File: src/hw/vpwm_pkg.sv
package vpwm_pkg;
  localparam int unsigned clk_mhz = 200;
  localparam logic [10:0] half_period_f0 = 11'h200;
  localparam logic [10:0] half_period_f1 = 11'h156;
  localparam logic [10:0] half_period_f2 = 11'h100;
  localparam logic [10:0] half_period_f3 = 11'h0cd;
  localparam logic [1:0] freq_code_0 = 2'h0;
  localparam logic [1:0] freq_code_1 = 2'h1;
  localparam logic [1:0] freq_code_2 = 2'h2;
  localparam logic [7:0] blank_t0 = 8'h10;
  localparam logic [7:0] blank_t1 = 8'h18;
  localparam logic [7:0] blank_t2 = 8'h24;
  localparam logic [7:0] blank_t3 = 8'h36;
  localparam logic [7:0] sine_peak = 8'hf8;
  localparam logic [7:0] scale_max = 8'hff;
  localparam logic [7:0] scale_reset = 8'h00;
  localparam logic [3:0] grad_off = 4'h0;
  localparam logic [7:0] startup_periods = 8'h80;
  localparam logic [7:0] collapse_floor = 8'h04;

  typedef enum logic [1:0] {
    st_off,
    st_startup,
    st_run,
    st_other
  } reg_state_e;

  typedef struct packed {
    logic auto_scale;
    logic [3:0] regulation_gradient;
    logic [7:0] user_amplitude;
    logic [1:0] pwm_frequency_select;
    logic [1:0] blank_time_select;
  } cfg_s;

  typedef struct packed {
    logic [7:0] scale;
    logic [7:0] peak;
    logic voltage_mode;
    logic pwm_on;
    logic scale_stable;
  } stat_s;
endpackage : vpwm_pkg
File: src/hw/period_timer.sv
`timescale 1ns/1ps
module period_timer
  import vpwm_pkg::*;
(
  input wire logic clk,
  input wire logic rst,
  input wire logic [1:0] sel,
  input wire logic [1:0] blank_sel,
  output logic pwm_on,
  output logic period_end,
  output logic sample_ok
);
  logic [10:0] cnt_reg, cnt_next;
  logic on_reg, on_next;
  logic end_reg, end_next;
  logic ok_reg, ok_next;
  logic [10:0] half;
  logic [7:0] blank;

  assign pwm_on = on_reg;
  assign period_end = end_reg;
  assign sample_ok = ok_reg;

  always_comb begin
    case (sel)
      freq_code_0: half = half_period_f0;
      freq_code_1: half = half_period_f1;
      freq_code_2: half = half_period_f2;
      default: half = half_period_f3;
    endcase
    case (blank_sel)
      2'h0: blank = blank_t0;
      2'h1: blank = blank_t1;
      2'h2: blank = blank_t2;
      default: blank = blank_t3;
    endcase
  end

  always_comb begin
    cnt_next = cnt_reg + 11'h001;
    on_next = on_reg;
    end_next = 1'b0;
    if (cnt_reg >= half - 11'h001) begin
      cnt_next = 11'h000;
      on_next = ~on_reg;
      end_next = ~on_reg;
    end
    ok_next = on_reg && (cnt_reg >= {3'h0, blank});
  end

  always_ff @(posedge clk) begin
    if (rst) begin
      cnt_reg <= 11'h000;
      on_reg <= 1'b0;
      end_reg <= 1'b0;
      ok_reg <= 1'b0;
    end else begin
      cnt_reg <= cnt_next;
      on_reg <= on_next;
      end_reg <= end_next;
      ok_reg <= ok_next;
    end
  end
endmodule : period_timer

File: src/hw/voltage_pwm_amplitude_regulator.sv
`timescale 1ns/1ps
module voltage_pwm_amplitude_regulator
  import vpwm_pkg::*;
(
  input wire logic clk,
  input wire logic rst,
  input wire cfg_s cfg,
  input wire logic [7:0] run_current_setting,
  input wire logic [7:0] coil_current,
  input wire logic [22:0] velocity,
  input wire logic [22:0] chopper_switch_velocity,
  input wire logic standstill,
  output stat_s status
);
  logic pwm_on, period_end, sample_ok;
  reg_state_e state_reg, state_next;
  logic [7:0] scale_reg, scale_next;
  logic [7:0] peak_reg, peak_next;
  logic [7:0] meas_reg, meas_next;
  logic got_reg, got_next;
  logic [7:0] still_reg, still_next;
  logic vmode_reg, vmode_next;
  logic on_out_reg, on_out_next;
  logic stable_reg, stable_next;
  logic enabled, below;
  logic signed [13:0] err, step, sum;
  logic [15:0] prod;
  logic [7:0] clamped;

  period_timer u_timer (
    .clk(clk),
    .rst(rst),
    .sel(cfg.pwm_frequency_select),
    .blank_sel(cfg.blank_time_select),
    .pwm_on(pwm_on),
    .period_end(period_end),
    .sample_ok(sample_ok)
  );

  assign enabled = cfg.regulation_gradient != grad_off;
  assign below = velocity < chopper_switch_velocity;

  always_comb begin
    err = $signed({6'h00, run_current_setting}) -
      $signed({6'h00, meas_reg});
    step = err * $signed({10'h000, cfg.regulation_gradient});
    sum = $signed({6'h00, scale_reg}) + (step >>> 3);
    prod = scale_reg * sine_peak;
    if (sum < 0) begin
      clamped = 8'h00;
    end else if (sum > $signed({6'h00, scale_max})) begin
      clamped = scale_max;
    end else begin
      clamped = sum[7:0];
    end
  end

  always_comb begin
    meas_next = meas_reg;
    got_next = got_reg;
    if (period_end) begin
      got_next = 1'b0;
    end
    if (sample_ok && vmode_reg) begin
      meas_next = coil_current;
      got_next = 1'b1;
    end
  end

  always_comb begin
    state_next = state_reg;
    scale_next = scale_reg;
    still_next = still_reg;
    stable_next = stable_reg;
    if (period_end && still_reg != startup_periods) begin
      still_next = standstill ? still_reg + 8'h01 : 8'h00;
    end
    if (!standstill) begin
      still_next = 8'h00;
    end
    case (state_reg)
      st_off: begin
        stable_next = 1'b0;
        if (enabled && below) begin
          if (!cfg.auto_scale) begin
            state_next = st_run;
          end else if (standstill) begin
            state_next = st_startup;
            scale_next = scale_reset;
          end
        end
      end
      st_startup: begin
        if (period_end && got_reg) begin
          scale_next = clamped;
        end
        if (still_reg == startup_periods) begin
          state_next = st_run;
          stable_next = 1'b1;
        end
      end
      st_run: begin
        if (!cfg.auto_scale) begin
          scale_next = cfg.user_amplitude;
          stable_next = 1'b1;
        end else if (standstill && scale_reg < collapse_floor) begin
          state_next = st_startup;
          still_next = 8'h00;
        end else if (period_end && got_reg) begin
          scale_next = clamped;
        end
        if (!below) begin
          state_next = st_other;
        end
      end
      st_other: begin
        if (below) begin
          state_next = st_run;
          scale_next = cfg.user_amplitude;
        end
      end
      default: state_next = st_off;
    endcase
    if (!enabled) begin
      state_next = st_off;
    end
  end

  always_comb begin
    vmode_next = enabled && below &&
      (state_next == st_run || state_next == st_startup);
    on_out_next = vmode_next && pwm_on;
    peak_next = prod[15:8];
  end

  always_ff @(posedge clk) begin
    if (rst) begin
      meas_reg <= 8'h00;
      got_reg <= 1'b0;
    end else begin
      meas_reg <= meas_next;
      got_reg <= got_next;
    end
  end

  always_ff @(posedge clk) begin
    if (rst) begin
      state_reg <= st_off;
      scale_reg <= scale_reset;
      still_reg <= 8'h00;
      stable_reg <= 1'b0;
    end else begin
      state_reg <= state_next;
      scale_reg <= scale_next;
      still_reg <= still_next;
      stable_reg <= stable_next;
    end
  end

  always_ff @(posedge clk) begin
    if (rst) begin
      peak_reg <= 8'h00;
      vmode_reg <= 1'b0;
      on_out_reg <= 1'b0;
    end else begin
      peak_reg <= peak_next;
      vmode_reg <= vmode_next;
      on_out_reg <= on_out_next;
    end
  end

  assign status = '{scale: scale_reg, peak: peak_reg, voltage_mode: vmode_reg,
    pwm_on: on_out_reg, scale_stable: stable_reg};
endmodule : voltage_pwm_amplitude_regulator

File: config.mk
export PLATFORM = sky130hd
export DESIGN_NAME = voltage_pwm_amplitude_regulator
export DESIGN_NICKNAME = d
export VERILOG_FILES = /design/src/hw/vpwm_pkg.sv /design/src/hw/period_timer.sv /design/src/hw/voltage_pwm_amplitude_regulator.sv
export SDC_FILE = /design/constraint.sdc
export NUM_CORES = 1
export LEC_CHECK = 0
export BUFFER_PORTS_ARGS = -buffer_cell sky130_fd_sc_hd__buf_2
export CORE_MARGIN = 4
export CORE_UTILIZATION = 60
export DETAILED_ROUTE_END_ITERATION = 8
export PLACE_DENSITY_LB_ADDON = 0.1
export SLEW_MARGIN = 20
export SYNTH_ARGS = -nofsm -noshare
export SYNTH_HDL_FRONTEND = slang
export SYNTH_HIERARCHICAL = 1
export SYNTH_SLANG_ARGS = --single-unit
File: constraint.sdc
create_clock -name clk -period 19.21 [get_ports clk]
set_input_delay 5.763 -clock clk [delete_from_list [all_inputs] [get_ports clk]]
set_output_delay 5.763 -clock clk [all_outputs]
set_load 0.1 [all_outputs]
==> impl_summary.md, run 1 <==
Status
The run finished with clean final reports.

Cells and area
The layout net count is 1074. The number of antenna repair diodes is 0. Measured on the finished design, the core utilization comes to 68.01%. The number of filler cells placed in the layout is 889.

The area growth from synthesis to layout is 11.10%. In the final layout, the share of cells above drive strength 1 is 13.78%. The top cell types in the final layout, fill and taps aside, are sky130_fd_sc_hd__ha_1, sky130_fd_sc_hd__inv_1, sky130_fd_sc_hd__buf_2. The library cell used most frequently in the layout, excluding fill and tap cells, is sky130_fd_sc_hd__ha_1. The flip-flop count of the largest register after layout is 11. The final cell area excluding filler cells is 6989 sq um.

Timing
The count of endpoints failing hold in the final timing report is 0. Setup repair after global routing left no endpoint under its margin. Dividing the final minimum period by the clock period gives 63.45%.

The time the final worst path needs with I/O delays and setup is 12190 ps. For this run, the top clock speed supported by timing is 82.04 MHz. The max-slew violation total from the final report came to 0. In the final timing run, aggregate negative setup slack is 0 ps. Setup violations remaining at the end of the flow were counted as 0. On the final layout, the worst clock skew is 8.794 ps.

In this run the tightest slew margin relative to its limit is 31.00%. For the pin with the worst max-slew slack, the measured transition is 1035 ps.

Route
The via total after detailed routing is 5462. For this run, the detailed router's first-pass iteration total came to 4. Summed over all layers, the routed wires come to 13920 um. The average routed wire per standard cell is 14.13 um.

The detailed router's first-iteration violation count is 343. The number of vias per cell is 5.545. The count of unresolved DRC violations after routing is 0. In this run the remaining antenna-violating nets after routing total 0.

Worst setup path
The worst setup path is launched from an input pin. The critical path is of the in2reg type. The largest single stage delay on the critical path is 530 ps. The type of element capturing the critical path is a register. The maximum fanout encountered on the critical timing path is 7.

The required time of the critical path is 19420 ps. The cell that appears most often on the critical path is sky130_fd_sc_hd__ha_1. The buffers plus inverters on the worst setup path is 4.

The critical path data arrival time is 12400 ps. The critical-path cell with the highest stage delay is sky130_fd_sc_hd__fa_1. The cell class contributing the biggest share of worst-path delay is adder cells.

Pwr
Across the VDD grid, the largest voltage drop is 0.00004229 V. The static leakage is 3.553 nW. The share of total power dissipated in combinational logic is 57.9%. The share of power burned in registers is 25.2%. The net switching power is 0.0001999 W. The proportion of total power due to net switching is 42.99%. The clock network power share is 17.0%. The power per cell area is 66.52 nW/um^2. The internal power is 0.0002651 W.

Yosys
The number of different library cells used by synthesis comes to 66. Sequential cells were found to cover 16.55% of the synthesized design area. The flop and latch count out of synthesis is 52. The total standard cell area after synthesis is 6291 sq um.

For this run, the number of Yosys warnings is 6. A synthesized cell averages 8.310 sq um. The gate count of the mapped netlist is 757. In the synthesized netlist the dominant register cell turns out to be sky130_fd_sc_hd__dfxtp_1.

Of all flip-flops after synthesis, the portion carrying an async set or reset was 0%. The number of nets in the synthesized netlist is 983. In this run, synthesis inferred 0 flip-flops with an integrated enable.

Clocking
Clock-pin slew was measured on the worst setup and hold paths at 100 ps. The root buffer cell chosen for the clock tree is sky130_fd_sc_hd__clkbuf_8. The maximum buffer depth of the clock tree is 2. Clock tree synthesis inserted a total of 5 buffers. Counting every sink on the clock net gives 52. The clock latency of the later-clocked register in the worst-skew pair is 310 ps. The clock tree from TritonCTS is yes.

After clock tree synthesis, the repair step resized 0 gates. The number of buffers inserted by hold repair at cts is 0. The count of buffers added by post-CTS timing repair for setup is 0. The maximum level of the CTS H-tree is 2.

Global routing
The first global-routing pass estimated 23420 um of wire. The number of antenna violations at the first check in global routing is 0. The global routing usage summed across all routing layers is 23.55%. The via count of the first global-routing pass was 5459.

Summed over all layers, the global routing overflow is 0. The largest net degree at the start of global routing is 38.

Job
The number of max-cap violations is 0.

Floorplan
The floorplan step set the die height to 110.4 um. The placeable core area is 10280 sq um. The die is 110.4 um wide. The floorplan step defined a die boundary enclosing 12190 sq um.

The initialized floorplan defines 37 standard-cell rows. The number of placed I/O pins is 101. The initial utilization of the core area, before any placement, comes to 61.21%.

Place
Once placement finished, the instance area stood at 6878 sq um. The count of buffers added on input and output ports is 100. The HPWL after detailed placement is 11700 um.

At the end of routability-driven placement, the weighted congestion stood at 0.9023.

Hold path
The type of the tightest min-delay check is reg2reg.
==> Yosys cell counts, drive strengths merged (4+ instances only) <==
master | number | area, sq um
ha | 107 | 1339
inv | 106 | 397.9
nor2 | 59 | 221.5
dfxtp | 52 | 1041
nand2 | 48 | 180.2
a21oi | 46 | 230.2
fa | 37 | 740.7
xnor2 | 28 | 245.2
and2 | 27 | 168.9
nand3 | 27 | 140.1
o21ai | 27 | 135.1
nor3 | 18 | 90.09
a21o | 14 | 105.1
nor2b | 14 | 87.58
xor2 | 14 | 122.6
nand2b | 13 | 81.33
and3 | 10 | 62.56
buf | 9 | 57.55
nand4 | 8 | 50.05
clkbuf | 7 | 26.28
o21a | 7 | 52.55
a221o | 6 | 60.06
a31oi | 5 | 31.28
o211ai | 5 | 42.54
a2111oi | 4 | 53.81
a211oi | 4 | 35.03
==> cells by family after synthesis <==
logic type / Yosys count / synth area share, %
AOI/OAI and AO/OA: 147 / 16.01
xor gates and xnor gates: 44 / 6.563
adders and majority gates: 144 / 33.05
buffers and inverters: 123 / 7.717
DFF: 52 / 16.55
muxes: 3 / 0.6365
other: 1 / 0.05961
and+or+nand+nor: 243 / 19.41
==> power by group through the flow <==
stage | clock network, W | logic (W) | registers, W
after CTS | 0.0000820 | 0.000268 | 0.000117
final | 0.0000790 | 0.000269 | 0.000117
after floorplan | 0 | 0.000209 | 0.000121
after global routing | 0.0000868 | 0.000298 | 0.000118
after detailed placement | 0 | 0.000267 | 0.000119
after global placement | 0 | 0.000259 | 0.000119
==> worst register-to-register path, cell delays in order, from the launching register on <==
cell and delay (ps):
sky130_fd_sc_hd__dfxtp_1 350, sky130_fd_sc_hd__ha_1 220, sky130_fd_sc_hd__fa_1 420, sky130_fd_sc_hd__nor2b_1 130, sky130_fd_sc_hd__o21ai_1 90, sky130_fd_sc_hd__nor2b_1 150, sky130_fd_sc_hd__xnor2_1 230, sky130_fd_sc_hd__and2_1 170
sky130_fd_sc_hd__ha_1 250, sky130_fd_sc_hd__fa_1 530, sky130_fd_sc_hd__inv_1 50, sky130_fd_sc_hd__fa_1 530, sky130_fd_sc_hd__inv_1 40, sky130_fd_sc_hd__ha_1 370, sky130_fd_sc_hd__a2111oi_0 470, sky130_fd_sc_hd__o21ai_1 240
sky130_fd_sc_hd__a21oi_1 210, sky130_fd_sc_hd__xnor2_1 90, sky130_fd_sc_hd__ha_1 240, sky130_fd_sc_hd__or4_1 410, sky130_fd_sc_hd__o21ai_1 90, sky130_fd_sc_hd__a31oi_1 80, sky130_fd_sc_hd__a2111oi_0 350, sky130_fd_sc_hd__mux2_4 230
sky130_fd_sc_hd__nand3_2 90, sky130_fd_sc_hd__mux2_4 330, sky130_fd_sc_hd__or2_1 230, sky130_fd_sc_hd__a221o_1 280
==> stage by stage <==
stage / std cells / hold slack (ps) / setup slack [ps] / total power (W)
4_1_cts: 985 / 463.0 / 7072 / 0.0004671
2_1_floorplan: 757 / 436.3 / 7392 / 0.0003305
3_5_place_dp: 977 / 449.2 / 6786 / 0.0003863
5_1_grt: 985 / 500.3 / 6571 / 0.0005028
6_report: 985 / 460.4 / 7021 / 0.0004649
3_3_place_gp: 977 / 448.1 / 7038 / 0.0003784
==> final cells by class <==
class / count / area [sq um] / share of cell area [%]
multi-input cells: 582 / 4765 / 68.17
clock buffers: 6 / 72.57 / 1.038
repair buffers: 100 / 500.5 / 7.161
flip-flops and latches: 52 / 1041 / 14.89
inverters: 107 / 401.6 / 5.747
clock inverters: 2 / 38.79 / 0.5550
well taps: 136 / 170.2 / 2.435
==> routing by layer <==
metal / up-vias / global-route usage, % / part of all wire [%]
met4: 0 / 5.805 / 1.3
met1: 2566 / 28.35 / 43
li1: 2754 / - / -
met2: 125 / 44.28 / 52
met3: 17 / 2.854 / 4.3
met5: - / 0 / 0
==> worst paths after layout <==
path	from	to	slack [ps]	depth (start not counted)
max	run_current_setting[0]	scale_reg[4]$_SDFFE_PP0P_	7020	29
min reg2reg	meas_reg[7]$_SDFFE_PP0P_	meas_reg[7]$_SDFFE_PP0P_	460	2
min	meas_reg[7]$_SDFFE_PP0P_	meas_reg[7]$_SDFFE_PP0P_	460	2
max reg2reg	meas_reg[0]$_SDFFE_PP0P_	scale_reg[4]$_SDFFE_PP0P_	12250	27
(Power assumes the default switching activity.)
==> run 2, diff against run 1 <==
Settings changed: ABC_AREA set to 1, CORE_UTILIZATION 60 to 53.
Clock period 19.21 ns to 11.1 ns, I/O delays scaled along.
==> run 2 against run 1 <==
Total power rose by 120%. Largest cell class unchanged. Core utilization fell by 7.0 points. Routed wire length fell by 1.5%. Clock skew fell by 4.2 ps. Die area rose by 17%.
==> impl_summary.md, run 2 <==
Status
The flow ran to the end, and the final reports show no timing, DRC or antenna violations.

Timing
For the pin with the worst max-slew slack, the measured transition is 647.3 ps. The max-slew violation total from the final report is 0. The total of endpoints with negative setup slack in the final report is 0. The worst clock skew is 4.590 ps. The fmax is 112.5 MHz. The relative max-transition margin is 56.79%. The accumulated negative setup slack is 0 ps. The count of endpoints failing hold in the final timing report is 0. Setup repair after global routing left no endpoint under its margin. Of the available clock period, the critical path in the final layout requires 80.11%. The time the final worst path needs with I/O delays and setup is 8892 ps.

Yosys
In this run the cell area of the synthesized design comes to 6585 sq um. The count of warnings emitted by yosys is 6. Among all flip-flop cells after synthesis, the most frequent one is sky130_fd_sc_hd__dfxtp_1. After synthesis, the cell types taking the most area are sky130_fd_sc_hd__ha_1, sky130_fd_sc_hd__dfxtp_1, sky130_fd_sc_hd__fa_1, sky130_fd_sc_hd__nand2_1, sky130_fd_sc_hd__inv_1. The gate count of the mapped netlist is 930. Each instance of the synthesized netlist takes up on average 7.081 sq um. The number of nets handed over by synthesis was 1156. After synthesis the netlist holds a flip-flop and latch count of 52.

Summed over its instances, the top area cell type makes up 20.33% of the synthesized netlist area. The commonest cells after synthesis are sky130_fd_sc_hd__nand2_1, sky130_fd_sc_hd__inv_1, sky130_fd_sc_hd__ha_1, sky130_fd_sc_hd__nor2_1, sky130_fd_sc_hd__a21oi_1. Counting flops with an async set or reset pin after synthesis yields a share of 0%. The most used standard cell by instance count after synthesis is sky130_fd_sc_hd__nand2_1. The cell type contributing the most total cell area after synthesis is sky130_fd_sc_hd__ha_1.

In this run, synthesis inferred 0 flip-flops with an integrated enable. The number of different library cells used by synthesis comes to 42. The share of the Yosys chip area taken by registers is 15.81%.

Pwr
Combinational logic burns 63.2% of the power. The maximum ir drop on the vdd rail is 0.00009087 V. The net switching power is 0.0005088 W.

The share of power burned in registers is 21.2%. In this run the static leakage power is 4.147 nW. The proportion of total power due to net switching is 50.27%.

The internal power is 0.0005034 W. The power per cell area is 137.0 nW/um^2. The clock network power share is 15.7%.

Clocking
The number of clock buffers added by TritonCTS is 5. CTS built an H-tree with a depth of 2. After clock tree synthesis, the setup repair step added 0 buffers.

The clock transition at the registers of the reported paths is 70 ps. Gates resized during post-CTS repair numbered 0. The clock latency of the later-clocked register in the worst-skew pair is 300 ps. TritonCTS built the clock tree.

The clock sink count is 52. The clock tree root buffer cell is sky130_fd_sc_hd__clkbuf_16. The maximum buffer depth of the clock tree is 2. The number of hold buffers added after CTS was 0.

Route
The number of vias per cell is 4.854. The count of nets left with antenna violations once routing finished came out at 0. In this run, the number of DRC markers left after iteration 0 of detailed routing was 186. The routed layout has 5810 vias.

The count of unresolved DRC violations after routing is 0. The average routed wire per standard cell is 11.45 um. The pre-antenna-repair detailed-routing pass consisted of 4 iterations.

After detailed routing, the total wire length is 13710 um.

Cells and area
0 antenna diodes ended up in the layout. Relative to the synthesized area, the layout overhead comes to 12.22%. The final layout contains 1254 nets. The flip-flop count of the largest register after layout is 11. Leaving out fill and tap cells, the most frequent cells in the layout are sky130_fd_sc_hd__nand2_1, sky130_fd_sc_hd__inv_1, sky130_fd_sc_hd__ha_1. Counting the fill cells in the layout gives 1223. The final standard cell utilization of the core is 61.01%. Of the cells placed in the final design, the portion with a size suffix greater than 1 is 15.06%. The leading cell type in the layout, fill and taps excluded is sky130_fd_sc_hd__nand2_1.

Hold path
In this run the worst hold path is classified as reg2reg. The worst hold path stage count is 2. The startpoint identified for the worst hold timing path is u_timer/pwm_on$_SDFFE_PP0P_. The end point of the worst hold path is on_out_reg$_SDFF_PP0_.

Worst setup path
The setup slack of the most critical reg-to-reg path is 4980 ps. The dominant cell type by count on the critical path is sky130_fd_sc_hd__nand2_1. STA classifies the critical path endpoint as a register. In this run the critical register-to-register path is launched from meas_reg[2]$_SDFFE_PP0P_. The endpoint of the lowest-slack register-to-register path is scale_reg[6]$_SDFFE_PP0P_.

STA classifies the critical path startpoint as an input pin. The worst reg2reg path depth is 35. On the worst path, the slowest cell contributes a delay of 540 ps. For the worst setup path, the data required time is 11270 ps. The type of the worst setup path is in2reg. The critical path data arrival time is 9070 ps. The largest individual stage delay along the critical path comes from the cell sky130_fd_sc_hd__fa_1.

The maximum fanout encountered on the critical timing path is 8.

Global routing
The remaining global-route overflow is 0. The via count of the first global-routing pass is 5418. The number of antenna violations at the first check in global routing is 0.

The first global-routing pass estimated 24060 um of wire. The largest net degree at the start of global routing is 18. The global routing usage summed across all routing layers is 20.00%.

Floorplan
In this run the horizontal extent of the chip is 119.5 um. The die is 119.5 um tall. Pin placement for this block handled 101 I/O pins.

The total area inside the core boundary comes to 12110 sq um. The initialized floorplan defines 40 standard-cell rows. For this configuration, the core starts out at a cell density of 54.37%.

The die covers 14270 sq um.

Place
Once detailed placement completed, the half-perimeter wirelength came to 11840 um. In this run the tool buffered the top-level ports with 100 buffer cells. Routability-driven placement finished with a final weighted congestion of 0.8775.

Job
Max-cap violations in this run came to 0.
==> run 2: cell count changes after synthesis, sizes merged, moves of 18 or more <==
cell	delta
a21oi	+18
nand3	+18
nor2	+29
and2	-25
inv	+84
nand2	+159
==> run 2: logic make-up (layout without fill, tap and decap cells) <==
family	count (synthesis)	count (layout)	synth area share [%]
buffers and inverters	202	301	11.89
AO/OA/AOI/OAI	126	126	10.79
flip-flops	52	52	15.81
other	1	1	0.05695
XOR/XNOR	31	31	4.123
adder cells (fa/ha/maj)	144	144	31.58
AND/OR/NAND/NOR	374	374	25.75
==> run 2: layout make-up <==
cell class                      count  area (sq um)  share of cell area [%]
Inverter                          192         723.2                   9.787
Tap cell                          168         210.2                   2.845
Sequential cell                    52          1041                   14.09
Clock buffer                        5         125.1                   1.693
Timing Repair Buffer              101         508.0                   6.874
Clock inverter                      3         21.27                  0.2878
Multi-Input combinational cell    676          4761                   64.43
==> run 2: critical path: cells and delay by family <==
kind                       cells  cell delay, ps
adders and majority gates      6            2420
and+or+nand+nor               19            1890
AOI/OAI and AO/OA              5             880
xor gates and xnor gates       2             360
buffers and inverters          3             200
==> run 2: routing by layer <==
metal	GRT usage, %	wire [um]	share of wire, %
met1	27.61	6630	48
met2	34.15	6539	48
met3	2.374	455	3.3
met4	3.364	82	0.60
met5	0	0	0
==> run 2: per-stage QoR <==
stage                     worst slack (ps)  instances  area [sq um]  hold slack [ps]  power [W]
after detailed placement              1895       1189          7243            447.6  0.0008597
after global placement                2009       1189          7243            438.0  0.0008578
after CTS                             2192       1197          7390            459.0   0.001021
after floorplan                       2507        930          6585            421.9  0.0007307
after global routing                  1637       1197          7390            478.3   0.001123
final                                 2208       1197          7390            450.3   0.001012
==> run 2: power groups by stage <==
stage               Clock [W]  Combinational (W)  Sequential [W]
floorplan                   0           0.000487        0.000244
global placement            0           0.000639        0.000219
finish               0.000159           0.000640        0.000214
detailed placement          0           0.000641        0.000219
CTS                  0.000163           0.000644        0.000214
global route         0.000169           0.000739        0.000216
==> run 2: worst max-delay path by stage <==
stage / from / to / cells after the start
2_1_floorplan: run_current_setting[2] / scale_reg[6]$_SDFFE_PP0P_ / 34
3_5_place_dp: run_current_setting[2] / scale_reg[6]$_SDFFE_PP0P_ / 35
5_1_grt: run_current_setting[2] / scale_reg[2]$_SDFFE_PP0P_ / 33
6_report: run_current_setting[2] / scale_reg[6]$_SDFFE_PP0P_ / 35
3_3_place_gp: run_current_setting[2] / scale_reg[6]$_SDFFE_PP0P_ / 35
4_1_cts: run_current_setting[2] / scale_reg[6]$_SDFFE_PP0P_ / 35
